--- config.mk ---
export PLATFORM = sky130hd
export DESIGN_NAME = adc_power_sleep_format_ctrl
export DESIGN_NICKNAME = d
export VERILOG_FILES = /design/src/core/adc_pin_path.v /design/src/core/adc_power_sleep_format_ctrl.v /design/src/core/adc_result_format.v
export VERILOG_INCLUDE_DIRS = /design/src /design/src/core
export SDC_FILE = /design/constraint.sdc
export NUM_CORES = 1
export LEC_CHECK = 0
export ABC_AREA = 1
export BUFFER_PORTS_ARGS = -buffer_cell sky130_fd_sc_hd__buf_2
export CAP_MARGIN = 20
export CORE_MARGIN = 2
export CORE_UTILIZATION = 50
export CTS_BUF_LIST = sky130_fd_sc_hd__clkbuf_8
export DETAILED_ROUTE_END_ITERATION = 6
export PLACE_DENSITY = 0.7
export SETUP_SLACK_MARGIN = 0.4
export SYNTH_ARGS = -nofsm -noshare
export SYNTH_HDL_FRONTEND = slang
export SYNTH_SLANG_ARGS = --single-unit
--- constraint.sdc ---
create_clock -name clk -period 6.9 [get_ports clk]
set_input_delay 1.38 -clock clk [delete_from_list [all_inputs] [get_ports clk]]
set_output_delay 1.38 -clock clk [all_outputs]
set_load 0.01 [all_outputs]
--- src/core/adc_ctrl_defs.vh ---
// Register offsets, field positions, reset values and timing counts of the converter control
`ifndef ADC_CTRL_DEFS_VH
`define ADC_CTRL_DEFS_VH

// Byte offsets on the register bus
`define OFS_CTRL        8'h00
`define OFS_CLKCFG      8'h04
`define OFS_CHSEL       8'h08
`define OFS_PINCFG      8'h0C
`define OFS_STATUS      8'h10
`define OFS_PORT        8'h14
`define BUF_BASE_HI     2'h1

// Control register fields
`define CTRL_ON_BIT     15
`define CTRL_SIDL_BIT   13
`define CTRL_FMT_LO     8
`define CTRL_START_BIT  1
`define CTRL_DONE_BIT   0

// Clock configuration fields
`define CLK_RC_BIT      7
`define CLK_DIV_W       6

// Status fields
`define STAT_BUSY_BIT   0
`define STAT_PWR_BIT    1
`define STAT_SOFF_BIT   2

// Output format codes
`define FMT_INT         2'h0
`define FMT_SINT        2'h1
`define FMT_FRAC        2'h2
`define FMT_SFRAC       2'h3

// Reset values
`define RST_FMT         2'h0
`define RST_DIV         6'h00
`define RST_CHAN        4'h0
`define RST_PINCFG      16'h0000

// Timing counts
`define TAD_PER_CONV    4'hE
`define TCY_NS          10
`define INSTR_NS        10
`define RC_WAIT_CYC     (((`INSTR_NS) + (`TCY_NS) - 1) / (`TCY_NS))

`endif

--- src/core/adc_pin_path.v ---
// Port pin path: synchronises pins, masks analog pins, picks the level to convert
`timescale 1ns/1ps
`default_nettype none

module adc_pin_path (
	input  wire        clk,
	input  wire        rst,
	input  wire        ce,
	input  wire [15:0] pin_in,
	input  wire [15:0] pin_out_level,
	input  wire [15:0] pin_direction_bit,
	input  wire [15:0] pin_analog_config,
	input  wire [3:0]  chan,
	input  wire [11:0] afe_data,
	output wire [15:0] port_read,
	output reg  [11:0] sample_val
);

	reg [15:0] pin_meta_ff;
	reg [15:0] pin_sync_ff;

	// Two-stage synchroniser on the pads
	always @(posedge clk) begin
		if (rst) begin
			pin_meta_ff <= 16'h0000;
			pin_sync_ff <= 16'h0000;
		end else if (ce) begin
			pin_meta_ff <= pin_in;
			pin_sync_ff <= pin_meta_ff;
		end
	end

	// Analog pins read back as zero
	assign port_read = pin_sync_ff & ~pin_analog_config;

	// Value the converter sees on the chosen channel
	always @* begin
		if (!pin_analog_config[chan]) begin
			sample_val = 12'h000;
		end else if (!pin_direction_bit[chan]) begin
			sample_val = {12{pin_out_level[chan]}};
		end else begin
			sample_val = afe_data;
		end
	end

endmodule // adc_pin_path
`default_nettype wire

--- src/core/adc_power_sleep_format_ctrl.v ---
// Converter control: power states, Sleep and Idle, reset, result buffer and formats
//
// Summary of operation
// - Module-on set means converter fully powered with sampling and conversion available.
// - Module-on clear turns digital and analog sections off.
// - In Sleep every converter clock except the RC clock stops and is held low.
// - Sleep during a non-RC conversion abandons it; no resume afterwards.
// - Sleep entry or exit leaves every register unchanged.
// - With RC clock, run in Sleep after one instruction-cycle delay.
// - A finished conversion sets the done flag.
// - Completion in Sleep with interrupt enabled raises wake interrupt.
// - Completion in Sleep with interrupt disabled powers off, module-on stays set.
// - In Idle, continue if stop-in-idle is 0, halt if 1.
// - Reset restores registers, turns converter off, aborts any sequence.
// - Reset leaves result buffer untouched; contents undefined after power-on.
// - Results are 12 bits, stored 12 wide, read as formatted 16 bits.
// - Buffer writes are always taken as right-justified integer.
// - Four read layouts: integer, signed integer, fractional, signed fractional.
// - Output-direction pin converts its own driven digital level.
// - Port read returns 0 for analog-configured pins.
// - Digital-input pins are never converted as analog.
// - Clearing module-on mid-conversion aborts; buffer keeps last value.
// - A conversion takes fourteen conversion clock periods.
//
// The placing of the registers and the Avalon-MM interface to the registers were decided locally.
`timescale 1ns/1ps
`default_nettype none
`include "adc_ctrl_defs.vh"

module adc_power_sleep_format_ctrl (
	input  wire        clk,
	input  wire        rst,
	input  wire        ce,
	input  wire [7:0]  avs_address,
	input  wire        avs_read,
	input  wire        avs_write,
	input  wire [31:0] avs_writedata,
	input  wire [3:0]  avs_byteenable,
	output wire [31:0] avs_readdata,
	output wire        avs_waitrequest,
	input  wire        cpu_sleep,
	input  wire        cpu_idle,
	input  wire        irq_enable,
	input  wire        rc_clk_in,
	input  wire [11:0] afe_data,
	input  wire [15:0] pin_in,
	input  wire [15:0] pin_out_level,
	input  wire [15:0] pin_direction_bit,
	output wire        analog_power_en,
	output wire        conv_clk_run,
	output wire        sample_hold,
	output wire [3:0]  mux_a_positive_select,
	output wire        wake_irq
);

	localparam ST_IDLE = 2'h0;
	localparam ST_WAIT = 2'h1;
	localparam ST_CONV = 2'h2;

	// Software-visible control state
	reg                  module_on_ff;
	reg                  stop_in_idle_ff;
	reg [1:0]            output_format_field_ff;
	reg                  done_ff;
	reg                  internal_rc_clock_select_ff;
	reg [`CLK_DIV_W-1:0] clk_div_ff;
	reg [3:0]            chan_ff;
	reg [15:0]           pin_analog_config_ff;

	// Sequencer state
	reg [1:0]            state_ff;
	reg [1:0]            nxt_state;
	reg [`CLK_DIV_W-1:0] tad_cnt_ff;
	reg [3:0]            step_ff;
	reg [3:0]            wr_ptr_ff;
	reg [11:0]           sample_ff;
	reg                  sleep_off_ff;
	reg                  irq_ff;

	// RC clock synchroniser and edge detect
	reg                  rc_meta_ff;
	reg                  rc_sync_ff;
	reg                  rc_last_ff;

	// Bus slave state
	reg                  ack_ff;
	reg [31:0]           rdata_ff;
	reg [31:0]           nxt_rdata;

	// Result buffer, deliberately without reset
	reg [11:0]           result_buffer [0:15];

	wire [15:0]          port_read;
	wire [11:0]          sample_val;
	wire [15:0]          fmt_val;
	wire [3:0]           buf_idx;
	wire                 buf_hit;
	wire                 wr_acc;
	wire                 ctrl_wr;
	wire                 start_req;
	wire                 clk_stop;
	wire                 idle_halt;
	wire                 rc_tick;
	wire                 tad_tick;
	wire                 abort;
	wire                 last_step;
	wire                 conv_end;

	// Pin masking and sample source
	adc_pin_path u_pins (
		.clk               (clk),
		.rst               (rst),
		.ce                (ce),
		.pin_in            (pin_in),
		.pin_out_level     (pin_out_level),
		.pin_direction_bit (pin_direction_bit),
		.pin_analog_config (pin_analog_config_ff),
		.chan              (chan_ff),
		.afe_data          (afe_data),
		.port_read         (port_read),
		.sample_val        (sample_val)
	);

	// Read formatter for the addressed buffer word
	adc_result_format u_fmt (
		.raw     (result_buffer[buf_idx]),
		.fmt     (output_format_field_ff),
		.bus_val (fmt_val)
	);

	// Bus decode; access completes in the cycle waitrequest is low
	assign buf_hit         = (avs_address[7:6] == `BUF_BASE_HI);
	assign buf_idx         = avs_address[5:2];
	assign wr_acc          = avs_write & ack_ff;
	assign ctrl_wr         = wr_acc & (avs_address == `OFS_CTRL);
	assign avs_waitrequest = (avs_read | avs_write) & ~ack_ff;
	assign avs_readdata    = rdata_ff;

	// Clock gating for Sleep and Idle
	assign clk_stop  = cpu_sleep & ~internal_rc_clock_select_ff;
	assign idle_halt = cpu_idle & stop_in_idle_ff;
	assign rc_tick   = rc_sync_ff & ~rc_last_ff;
	assign tad_tick  = internal_rc_clock_select_ff ? (rc_tick & ~idle_halt) :
		((tad_cnt_ff == clk_div_ff) & ~clk_stop & ~idle_halt);

	// Abort on module-off or on Sleep without the RC clock
	assign abort     = ~module_on_ff | clk_stop |
		(ctrl_wr & avs_byteenable[1] & ~avs_writedata[`CTRL_ON_BIT]);
	assign start_req = ctrl_wr & avs_byteenable[0] & avs_writedata[`CTRL_START_BIT] &
		module_on_ff & ~sleep_off_ff & (state_ff == ST_IDLE);
	assign last_step = (step_ff == (`TAD_PER_CONV - 4'h1));
	assign conv_end  = (state_ff == ST_CONV) & ~abort & tad_tick & last_step;

	// Outputs toward the analog front end and the system
	assign analog_power_en       = module_on_ff & ~sleep_off_ff;
	assign conv_clk_run          = analog_power_en & ~clk_stop & ~idle_halt;
	assign sample_hold           = (state_ff == ST_CONV);
	assign mux_a_positive_select = chan_ff;
	assign wake_irq              = irq_ff;

	// RC clock crosses in through two flops before the edge detect
	always @(posedge clk) begin
		if (rst) begin
			rc_meta_ff <= 1'b0;
			rc_sync_ff <= 1'b0;
			rc_last_ff <= 1'b0;
		end else if (ce) begin
			rc_meta_ff <= rc_clk_in;
			rc_sync_ff <= rc_meta_ff;
			rc_last_ff <= rc_sync_ff;
		end
	end

	// Next sequencer state
	always @* begin
		nxt_state = state_ff;
		case (state_ff)
			ST_IDLE: begin
				if (start_req) begin
					nxt_state = internal_rc_clock_select_ff ? ST_WAIT : ST_CONV;
				end
			end
			ST_WAIT: begin
				if (abort) begin
					nxt_state = ST_IDLE;
				end else if (!idle_halt &&
					tad_cnt_ff == (`RC_WAIT_CYC - 1)) begin
					nxt_state = ST_CONV;
				end
			end
			ST_CONV: begin
				if (abort || conv_end) begin
					nxt_state = ST_IDLE;
				end
			end
			default: nxt_state = ST_IDLE;
		endcase
	end

	// Sequencer, divider and step counting
	always @(posedge clk) begin
		if (rst) begin
			state_ff   <= ST_IDLE;
			tad_cnt_ff <= {`CLK_DIV_W{1'b0}};
			step_ff    <= 4'h0;
			sample_ff  <= 12'h000;
		end else if (ce) begin
			state_ff <= nxt_state;
			if (state_ff != nxt_state || (state_ff == ST_CONV && tad_tick)) begin
				tad_cnt_ff <= {`CLK_DIV_W{1'b0}};
			end else if (!clk_stop && !idle_halt) begin
				tad_cnt_ff <= tad_cnt_ff + {{(`CLK_DIV_W-1){1'b0}}, 1'b1};
			end
			if (nxt_state == ST_CONV && state_ff != ST_CONV) begin
				step_ff   <= 4'h0;
				sample_ff <= sample_val;
			end else if (state_ff == ST_CONV && tad_tick) begin
				step_ff <= step_ff + 4'h1;
			end
		end
	end

	// Power-off after a silent Sleep conversion and the wake pulse
	always @(posedge clk) begin
		if (rst) begin
			sleep_off_ff <= 1'b0;
			irq_ff       <= 1'b0;
		end else if (ce) begin
			irq_ff <= conv_end & cpu_sleep & irq_enable;
			if (conv_end && cpu_sleep && !irq_enable) begin
				sleep_off_ff <= 1'b1;
			end else if (!cpu_sleep) begin
				sleep_off_ff <= 1'b0;
			end
		end
	end

	// Software registers; Sleep has no path into them
	always @(posedge clk) begin
		if (rst) begin
			module_on_ff                <= 1'b0;
			stop_in_idle_ff             <= 1'b0;
			output_format_field_ff      <= `RST_FMT;
			done_ff                     <= 1'b0;
			internal_rc_clock_select_ff <= 1'b0;
			clk_div_ff                  <= `RST_DIV;
			chan_ff                     <= `RST_CHAN;
			pin_analog_config_ff        <= `RST_PINCFG;
		end else if (ce) begin
			if (ctrl_wr && avs_byteenable[1]) begin
				module_on_ff           <= avs_writedata[`CTRL_ON_BIT];
				stop_in_idle_ff        <= avs_writedata[`CTRL_SIDL_BIT];
				output_format_field_ff <= avs_writedata[`CTRL_FMT_LO+1:`CTRL_FMT_LO];
			end
			// Completion sets done and wins over a clearing write
			if (conv_end) begin
				done_ff <= 1'b1;
			end else if (ctrl_wr && avs_byteenable[0]) begin
				done_ff <= avs_writedata[`CTRL_DONE_BIT];
			end
			if (wr_acc && avs_address == `OFS_CLKCFG && avs_byteenable[0]) begin
				internal_rc_clock_select_ff <= avs_writedata[`CLK_RC_BIT];
				clk_div_ff                  <= avs_writedata[`CLK_DIV_W-1:0];
			end
			if (wr_acc && avs_address == `OFS_CHSEL && avs_byteenable[0]) begin
				chan_ff <= avs_writedata[3:0];
			end
			if (wr_acc && avs_address == `OFS_PINCFG) begin
				if (avs_byteenable[0]) begin
					pin_analog_config_ff[7:0] <= avs_writedata[7:0];
				end
				if (avs_byteenable[1]) begin
					pin_analog_config_ff[15:8] <= avs_writedata[15:8];
				end
			end
		end
	end

	// Write pointer of the result buffer
	always @(posedge clk) begin
		if (rst) begin
			wr_ptr_ff <= 4'h0;
		end else if (ce && conv_end) begin
			wr_ptr_ff <= wr_ptr_ff + 4'h1;
		end
	end

	// Result buffer: conversion first, else software, no reset
	always @(posedge clk) begin
		if (ce) begin
			if (conv_end) begin
				result_buffer[wr_ptr_ff] <= sample_ff;
			end else if (wr_acc && buf_hit) begin
				if (avs_byteenable[0]) begin
					result_buffer[buf_idx][7:0] <= avs_writedata[7:0];
				end
				if (avs_byteenable[1]) begin
					result_buffer[buf_idx][11:8] <= avs_writedata[11:8];
				end
			end
		end
	end

	// Read data selection
	always @* begin
		nxt_rdata = 32'h00000000;
		if (buf_hit) begin
			nxt_rdata = {16'h0000, fmt_val};
		end else begin
			case (avs_address)
				`OFS_CTRL: begin
					nxt_rdata[`CTRL_ON_BIT]                       = module_on_ff;
					nxt_rdata[`CTRL_SIDL_BIT]                     = stop_in_idle_ff;
					nxt_rdata[`CTRL_FMT_LO+1:`CTRL_FMT_LO]        = output_format_field_ff;
					nxt_rdata[`CTRL_DONE_BIT]                     = done_ff;
				end
				`OFS_CLKCFG: begin
					nxt_rdata[`CLK_RC_BIT]     = internal_rc_clock_select_ff;
					nxt_rdata[`CLK_DIV_W-1:0]  = clk_div_ff;
				end
				`OFS_CHSEL:  nxt_rdata[3:0]  = chan_ff;
				`OFS_PINCFG: nxt_rdata[15:0] = pin_analog_config_ff;
				`OFS_STATUS: begin
					nxt_rdata[`STAT_BUSY_BIT] = (state_ff != ST_IDLE);
					nxt_rdata[`STAT_PWR_BIT]  = analog_power_en;
					nxt_rdata[`STAT_SOFF_BIT] = sleep_off_ff;
					nxt_rdata[7:4]            = wr_ptr_ff;
				end
				`OFS_PORT:   nxt_rdata[15:0] = port_read;
				default:     nxt_rdata = 32'h00000000;
			endcase
		end
	end

	// Bus acknowledge one cycle after the request appears
	always @(posedge clk) begin
		if (rst) begin
			ack_ff   <= 1'b0;
			rdata_ff <= 32'h00000000;
		end else if (ce) begin
			ack_ff <= (avs_read | avs_write) & ~ack_ff;
			if (avs_read && !ack_ff) begin
				rdata_ff <= nxt_rdata;
			end
		end
	end

endmodule // adc_power_sleep_format_ctrl
`default_nettype wire

--- src/core/adc_result_format.v ---
// Formats a 12-bit stored result into one of four 16-bit bus layouts
`timescale 1ns/1ps
`default_nettype none
`include "adc_ctrl_defs.vh"

module adc_result_format (
	input  wire [11:0] raw,
	input  wire [1:0]  fmt,
	output reg  [15:0] bus_val
);

	// Layout select
	always @* begin
		case (fmt)
			`FMT_INT:   bus_val = {4'h0, raw};
			`FMT_SINT:  bus_val = {{4{raw[11]}}, raw};
			`FMT_FRAC:  bus_val = {raw, 4'h0};
			`FMT_SFRAC: bus_val = {raw, 4'h0};
			default:    bus_val = {4'h0, raw};
		endcase
	end

endmodule // adc_result_format
`default_nettype wire

==> results of run 1 <==
## layer usage
metal | up-vias | share of wire (%) | GRT usage (%)
li1 | 5177 | - | -
met1 | 4978 | 44 | 33.19
met2 | 422 | 46 | 37.54
met3 | 60 | 8.0 | 4.937
met4 | 0 | 2.7 | 7.946
met5 | - | 0 | 0
## worst min path at each step
stage,slack [ns],start,to,cells past startpoint
detailed placement,0.46,rc_last_ff,rc_last_ff,2
global placement,0.44,rc_last_ff,rc_last_ff,2
global route,0.49,sample_ff[2],sample_ff[2],2
finish,0.46,rc_last_ff,rc_last_ff,2
CTS,0.46,rc_last_ff,rc_last_ff,2
floorplan,0.43,u_pins.pin_sync_ff[10],u_pins.pin_sync_ff[10],2
## critical path: stages
cell and delay, ns:
buf_2 0.21, nor2_2 0.57, nand2_1 0.23, nor2_4 0.21, nand3_2 0.08, nand2_2 0.12, nor2_2 0.06, nand3_4 0.11
o211ai_4 0.34, nand2_1 0.19, o21ai_2 0.11, nor2_4 0.23, nand2_1 0.12, nor2_1 0.62
## through the flow
stage	cell area (µm²)	worst slack, ns	std cells	power [mW]
final	15250	2.489	1927	3.650
after global routing	15240	2.229	1925	3.772
after floorplan	13560	3.277	1448	2.140
after detailed placement	14300	1.946	1837	2.225
after global placement	14300	1.993	1837	2.222
after CTS	15220	2.540	1924	3.668
## registers in the layout, indices dropped and copies added, names as in the netlist, 6 cells and up
signal,cells
u_pins.pin_meta_ff,16
pin_analog_config_ff,16
result_buffer,192
tad_cnt_ff,6
clk_div_ff,6
u_pins.pin_sync_ff,16
avs_readdata,16
sample_ff,12
## final cells by class
| cell class | instances | area share, % |
|---|---|---|
| repair buffers | 137 | 4.874 |
| flip-flops and latches | 306 | 52.77 |
| clock inverters | 32 | 1.091 |
| well taps | 341 | 2.798 |
| clock buffers | 55 | 4.964 |
| diodes | 2 | 0.03282 |
| inverters | 113 | 2.781 |
| multi-input cells | 941 | 30.69 |
## report_power, final
group | internal [mW] | switching, mW
Clock | 0.767 | 0.692
Sequential | 1.95 | 0.0148
Combinational | 0.0748 | 0.155
Total | 2.79 | 0.862
## kinds of logic after synthesis
group                    count (synthesis)
other                                    1
flip-flops                             306
buffers and inverters                  201
AO/OA/AOI/OAI                          364
adder cells (fa/ha/maj)                  5
XOR/XNOR                                 8
AND/OR/NAND/NOR                        548
## cells in the final DEF (no fill, tap or decap), types with 6 or more instances in the layout
cell type / netlist / routed
a21oi_1: 106 / 106
a221oi_1: 7 / 7
a22oi_1: 60 / 60
a31oi_1: 6 / 6
a41oi_1: 8 / 8
buf_2: 18 / 119
buf_4: 16 / 17
clkbuf_8: 0 / 55
clkinv_1: 2 / 14
conb_1: 1 / 16
dfxtp_1: 114 / 114
edfxtp_1: 192 / 192
inv_1: 99 / 112
inv_2: 12 / 13
nand2_1: 278 / 278
nand3_1: 58 / 58
nand4_1: 12 / 12
nor2_1: 163 / 161
nor2_2: 9 / 9
nor2_4: 5 / 7
nor3_1: 6 / 6
o211ai_1: 19 / 19
o21ai_0: 127 / 127
o21ai_1: 7 / 7
o21ai_2: 6 / 6
o22ai_1: 8 / 8
==> results.txt, run 1 <==
Req. time, crit path: 7.08 ns
Synth Area per Inst: 9.422 µm²
Post-Synth Simple-Gate Area: 17.07%
Vias/cell: 5.520
HP Class: flip-flop to flip-flop
Top-count cell post-synth: nand2_1
Ys flop type: edfxtp_1
Worst hold margin: 0.4624 ns
CTS buffer count: 47
Worst-path fanout max: 40
FF+latch count, synth: 306
Number of core rows: 60
Hpwl dp: 23880 µm
Max Fclk: 226.7 MHz
Post-synthesis mux area share: 0%
Die H: 168.3 µm
Synth top area cells: edfxtp_1, dfxtp_1, nand2_1
Initial core utilization: 50.52%
Area delta synth->final: 12.95%
Ys Warns: 0
CTS Buffer Depth: 3
Worst slew pin tran: 1.010 ns
Reg2reg end: result_buffer[13][2]
Die Wd: 168.3 µm
Die area: 0.02833 mm²
Layout net count: 1664
Port bufs: 119
Cell Area, Synth: 0.01350 mm²
Flip-flop and latch area: 0.008048 mm²
Async SR Flop Fraction: 0%
Setup crit start kind: input pin
Post-route ant nets: 0
Synth top area share: 42.70%
Critical R2R Launch: tad_cnt_ff[0]
CTS sink cnt: 306
Max-slew violations: 0
Commonest cells post-synth: nand2_1, edfxtp_1, nor2_1
Final setup fails: 0
Layout cell share with drive strength beyond 1: 15.47%
R2r setup slk: 3.75 ns
Gpl congestion: 0.9360
Leakage power: 5.810 nW
R2r worst-path depth: 12
Compound-cell area share of the yosys netlist: 16.05%
VDD IR-drop max: 0.0001095 V
Post-CTS Setup Bufs: 0
Clk slew on worst S/H paths: 0.06 ns
Root Buffer Master: clkbuf_8
Initial antenna violation count: 2
GR Util All Layers: 23.85%
Tcrit/Tclk final: 63.93%
Area share of fa/ha/maj cells after synthesis: 0.4633%
Crit path kind: input pin to flip-flop
Status: complete, no violations
Max_slew headroom: 32.33%
Cts hold-fix bufs: 0
Core area: 0.02673 mm²
EDFF count, synth: 192
Largest net degree at the start of global routing: 86
Skew-Pair Late Insertion Delay: 0.57 ns
Grt ovf: 0
Post-route DRC: 0
PostCTS Resize Cnt: 0
Skew final: 0.02132 ns
Sequential area share after synthesis: 59.61%
WL per Instance: 17.68 µm
Cell variety after synth: 51
Global-route wire length before repair: 52890 µm
Finished Core Util: 57.06%
Critical path arrival: 4.60 ns
Fin. Hold Viols: 0
IO Count: 154
First-pass DRT Iterations: 6
Synth area leader: edfxtp_1
Worst setup path end: result_buffer[13][2]
Max_cap viols: 0
Via count: 10640
Vias in the first global route: 9839
Area of the multi-input gates: 0.004679 mm²
Initial DRC count: 1000
XOR/XNOR Fraction of Synth Area: 0.5190%
Setup TNS: 0 ns
Mapped Cells: 1433
Largest family of logic cells by synthesized area: simple AND/OR/NAND/NOR gates
RSZ-0062 raised after global routing: no
Post-Route WL: 34070 µm
Setup crit start: avs_address[4]
PD cells: 239.3 mW/mm²
Fillers: 2317
Fin crit period: 4.411 ns
CTS H-tree depth: 2
Crit end category: flip-flop
TritonCTS clock tree: done
(Power assumes the default switching activity.)
==> run 2, diff against run 1 <==
--- a/config.mk
+++ b/config.mk
@@ -6,14 +6,14 @@
 export SDC_FILE = /design/constraint.sdc
 export NUM_CORES = 1
 export LEC_CHECK = 0
-export ABC_AREA = 1
+export ABC_AREA = 0
 export BUFFER_PORTS_ARGS = -buffer_cell sky130_fd_sc_hd__buf_2
 export CAP_MARGIN = 20
 export CORE_MARGIN = 2
 export CORE_UTILIZATION = 50
 export CTS_BUF_LIST = sky130_fd_sc_hd__clkbuf_8
 export DETAILED_ROUTE_END_ITERATION = 6
-export PLACE_DENSITY = 0.7
+export PLACE_DENSITY = 0.72
 export SETUP_SLACK_MARGIN = 0.4
 export SYNTH_ARGS = -nofsm -noshare
 export SYNTH_HDL_FRONTEND = slang
==> constraint.sdc (replaced) <==
create_clock -name clk -period 3.7 [get_ports clk]
set_input_delay 0.74 -clock clk [delete_from_list [all_inputs] [get_ports clk]]
set_output_delay 0.74 -clock clk [all_outputs]
set_load 0.01 [all_outputs]
==> run 2 against run 1 <==
  * Register-to-register slack got worse by 3.2 ns
  * Largest power group unchanged
  * Cell count fell by 14%
  * Sequential power up 86%
  * Synthesized cell count fell by 23%
==> results.txt, run 2 <==
Status: complete, no violations
CTS buffer count: 50 (+6.4%)
Synth top area cells: edfxtp_1, dfxtp_1, mux4_2
Ys Warns: 0 (unchanged)
Most frequent cells in the layout: edfxtp_1, buf_2, dfxtp_1
Cell Area, Synth: 0.01410 mm² (+4.5%)
Die area: 0.02957 mm² (+4.4%)
Sequential area share after synthesis: 57.06% (-2.5 points)
Die Wd: 172.0 µm (+2.2%)
Largest net degree at the start of global routing: 71 (-17%)
Setup crit start kind: flip-flop
Max Fclk: 320.5 MHz
Vias/cell: 5.884 (+6.6%)
Fin crit period: 3.120 ns
Req. time, crit path: 4.04 ns (-3.04 ns)
WL per Instance: 21.60 µm (+22%)
Worst slew pin tran: 0.9788 ns (-0.03140 ns)
Global-route wire length before repair: 54350 µm (+2.8%)
Worst path cell trace: nor2_1, nand4_1, o41ai_4, and3_1, buf_4, o21a_1, a21oi_1, buf_4
Root Buffer Master: clkbuf_8
Cell count of the worst hold path: 3 (+1)
Via count: 9774 (-8.1%)
FF+latch count, synth: 306 (unchanged)
Layout cell share with drive strength beyond 1: 27.36% (+12 points)
CTS H-tree depth: 2 (unchanged)
Ys flop type: edfxtp_1
Number of core rows: 61 (+1.7%)
Gpl congestion: 0.9281 (-0.84%)
Most common cell after layout, fill and taps aside: edfxtp_1
Max-slew violations: 0 (unchanged)
Leakage power: 5.486 nW (-5.6%)
Cell variety after synth: 69 (+35%)
Synth top area share: 40.88% (-1.8 points)
Die H: 172.0 µm (+2.2%)
Largest reg by FF count: result_buffer
Crit path kind: flip-flop to flip-flop
Max_cap viols: 0 (unchanged)
PD cells: 429.3 mW/mm² (+79%)
Max_slew headroom: 34.66% (+2.3 points)
Setup TNS: 0 ns (unchanged)
Skew final: 0.03244 ns (+0.01112 ns)
Final setup fails: 0 (unchanged)
Synth Area per Inst: 12.84 µm² (+36%)
Fin. Hold Viols: 0 (unchanged)
Post-route ant nets: 0 (unchanged)
Core area: 0.02778 mm² (+4.0%)
Largest register FFs: 192 (unchanged)
Max incr delay on CP: 0.58 ns (-0.04 ns)
VDD IR-drop max: 0.0002732 V (+150%)
PostCTS Resize Cnt: 0 (unchanged)
EDFF count, synth: 192 (unchanged)
RSZ-0062 raised after global routing: no
Layout net count: 1361 (-18%)
TritonCTS clock tree: done
Initial DRC count: 970 (-3.0%)
Hpwl dp: 25320 µm (+6.0%)
Diode count: 0 (-2)
Mapped Cells: 1098 (-23%)
Grt ovf: 0 (unchanged)
Most common cell on crit path: buf_4
Skew-Pair Late Insertion Delay: 0.58 ns (about the same)
Commonest cells post-synth: edfxtp_1, dfxtp_1, nor2_1
Post-CTS Setup Bufs: 0 (unchanged)
Setup slack after layout: 0.5797 ns (-1.909 ns)
First-pass DRT Iterations: 5 (-1)
IO Count: 154 (unchanged)
Worst-path fanout max: 16 (-60%)
Synth area leader: edfxtp_1
CTS sink cnt: 306 (unchanged)
Initial core utilization: 50.77% (+0.25 points)
Area delta synth->final: 15.15%
Fillers: 2280 (-1.6%)
R2r worst-path depth: 8 (-4)
Pre-CTS WS: 0.1680 ns (-1.778 ns)
Clk slew on worst S/H paths: 0.06 ns (about the same)
CTS Buffer Depth: 3 (unchanged)
Tcrit/Tclk final: 84.33%
Vias in the first global route: 9444 (-4.0%)
Post-route DRC: 0 (unchanged)
Port bufs: 119 (unchanged)
Post-Route WL: 35890 µm (+5.3%)
Initial antenna violation count: 0 (-2)
Slowest cell on the critical path: o21a_1
Top-count cell post-synth: edfxtp_1
Crit end category: flip-flop
Cts hold-fix bufs: 0 (unchanged)
Async SR Flop Fraction: 0% (unchanged)
Critical path arrival: 3.46 ns (-1.14 ns)
HP Class: input pin to flip-flop
GR Util All Layers: 24.52% (+0.67 points)
## run 2: cell count changes in the layout (fill, tap and decap cells not counted), moves of 15 or more
cell     previous run  this run
nor2_1            161        99
nand2_1           278        52
mux2_2              0        28
mux4_2              0        63
o21ai_0           127        50
a22oi_1            60         2
buf_4              17        54
a22o_1              0        15
a21oi_1           106        46
mux2i_1             0        83
inv_1             112        29
a21o_1              1        17
nand3_1            58        27
## run 2: layer usage
layer	GRT usage [%]	wire length, µm	up-vias	share of wire [%]
li1	-	-	4494	-
met1	32.40	14980	4777	42
met2	39.31	16690	419	46
met3	4.509	2518	84	7.0
met4	11.91	1703	0	4.7
met5	0	0	-	0
## run 2: worst max-delay path: cells and delay by family (launching register included)
family	cells	cell delay, ns
flops	1	0.43
compound gates	3	1.02
simple gates	3	0.95
buf+inv	2	0.46
## run 2: layout make-up
class	instances	area, µm²	share of cell area, %
Clock buffer	59	812.0	5.000
Clock inverter	33	215.2	1.325
Inverter	12	45.04	0.2773
Multi-Input combinational cell	699	5612	34.55
Sequential cell	306	8048	49.55
Tap cell	378	473.0	2.912
Timing Repair Buffer	174	1036	6.379
## run 2: kinds of logic after synthesis
logic type	after synthesis	share of synthesized area [%]
AND/OR/NAND/NOR	286	10.09
other	1	0.02659
XOR/XNOR	8	0.4968
AO/OA/AOI/OAI	210	10.02
flip-flops	306	57.06
adder cells (fa/ha/maj)	5	0.4436
multiplexers	174	18.19
buffers and inverters	108	3.673
## run 2: power by group
part	total (mW)	internal (mW)	leakage, nW	switching, mW
Combinational	0.371	0.151	2.63	0.220
Sequential	3.65	3.62	2.26	0.0260
Clock	2.96	1.61	0.592	1.35
## run 2: through the flow
stage          power (mW)  cell area [µm²]  util, %  cells  hold WS [ns]
2_1_floorplan       3.946            14170        -   1113        0.4435
3_3_place_gp        4.078            15210    54.73   1568        0.4519
3_5_place_dp        4.084            15210    54.73   1568        0.4621
4_1_cts             7.021            16230    58.43   1660        0.3749
5_1_grt             7.207            16240    58.46   1661        0.3855
6_report            6.972            16240    58.46   1661        0.3989
## run 2: path summary, 6_finish.rpt
check,slack [ns],start,endpoint
max,0.58,internal_rc_clock_select_ff,result_buffer[13][7]
min,0.40,pin_in[1],u_pins.pin_meta_ff[1]
max reg2reg,0.58,internal_rc_clock_select_ff,result_buffer[13][7]
min reg2reg,0.48,wake_irq,wake_irq
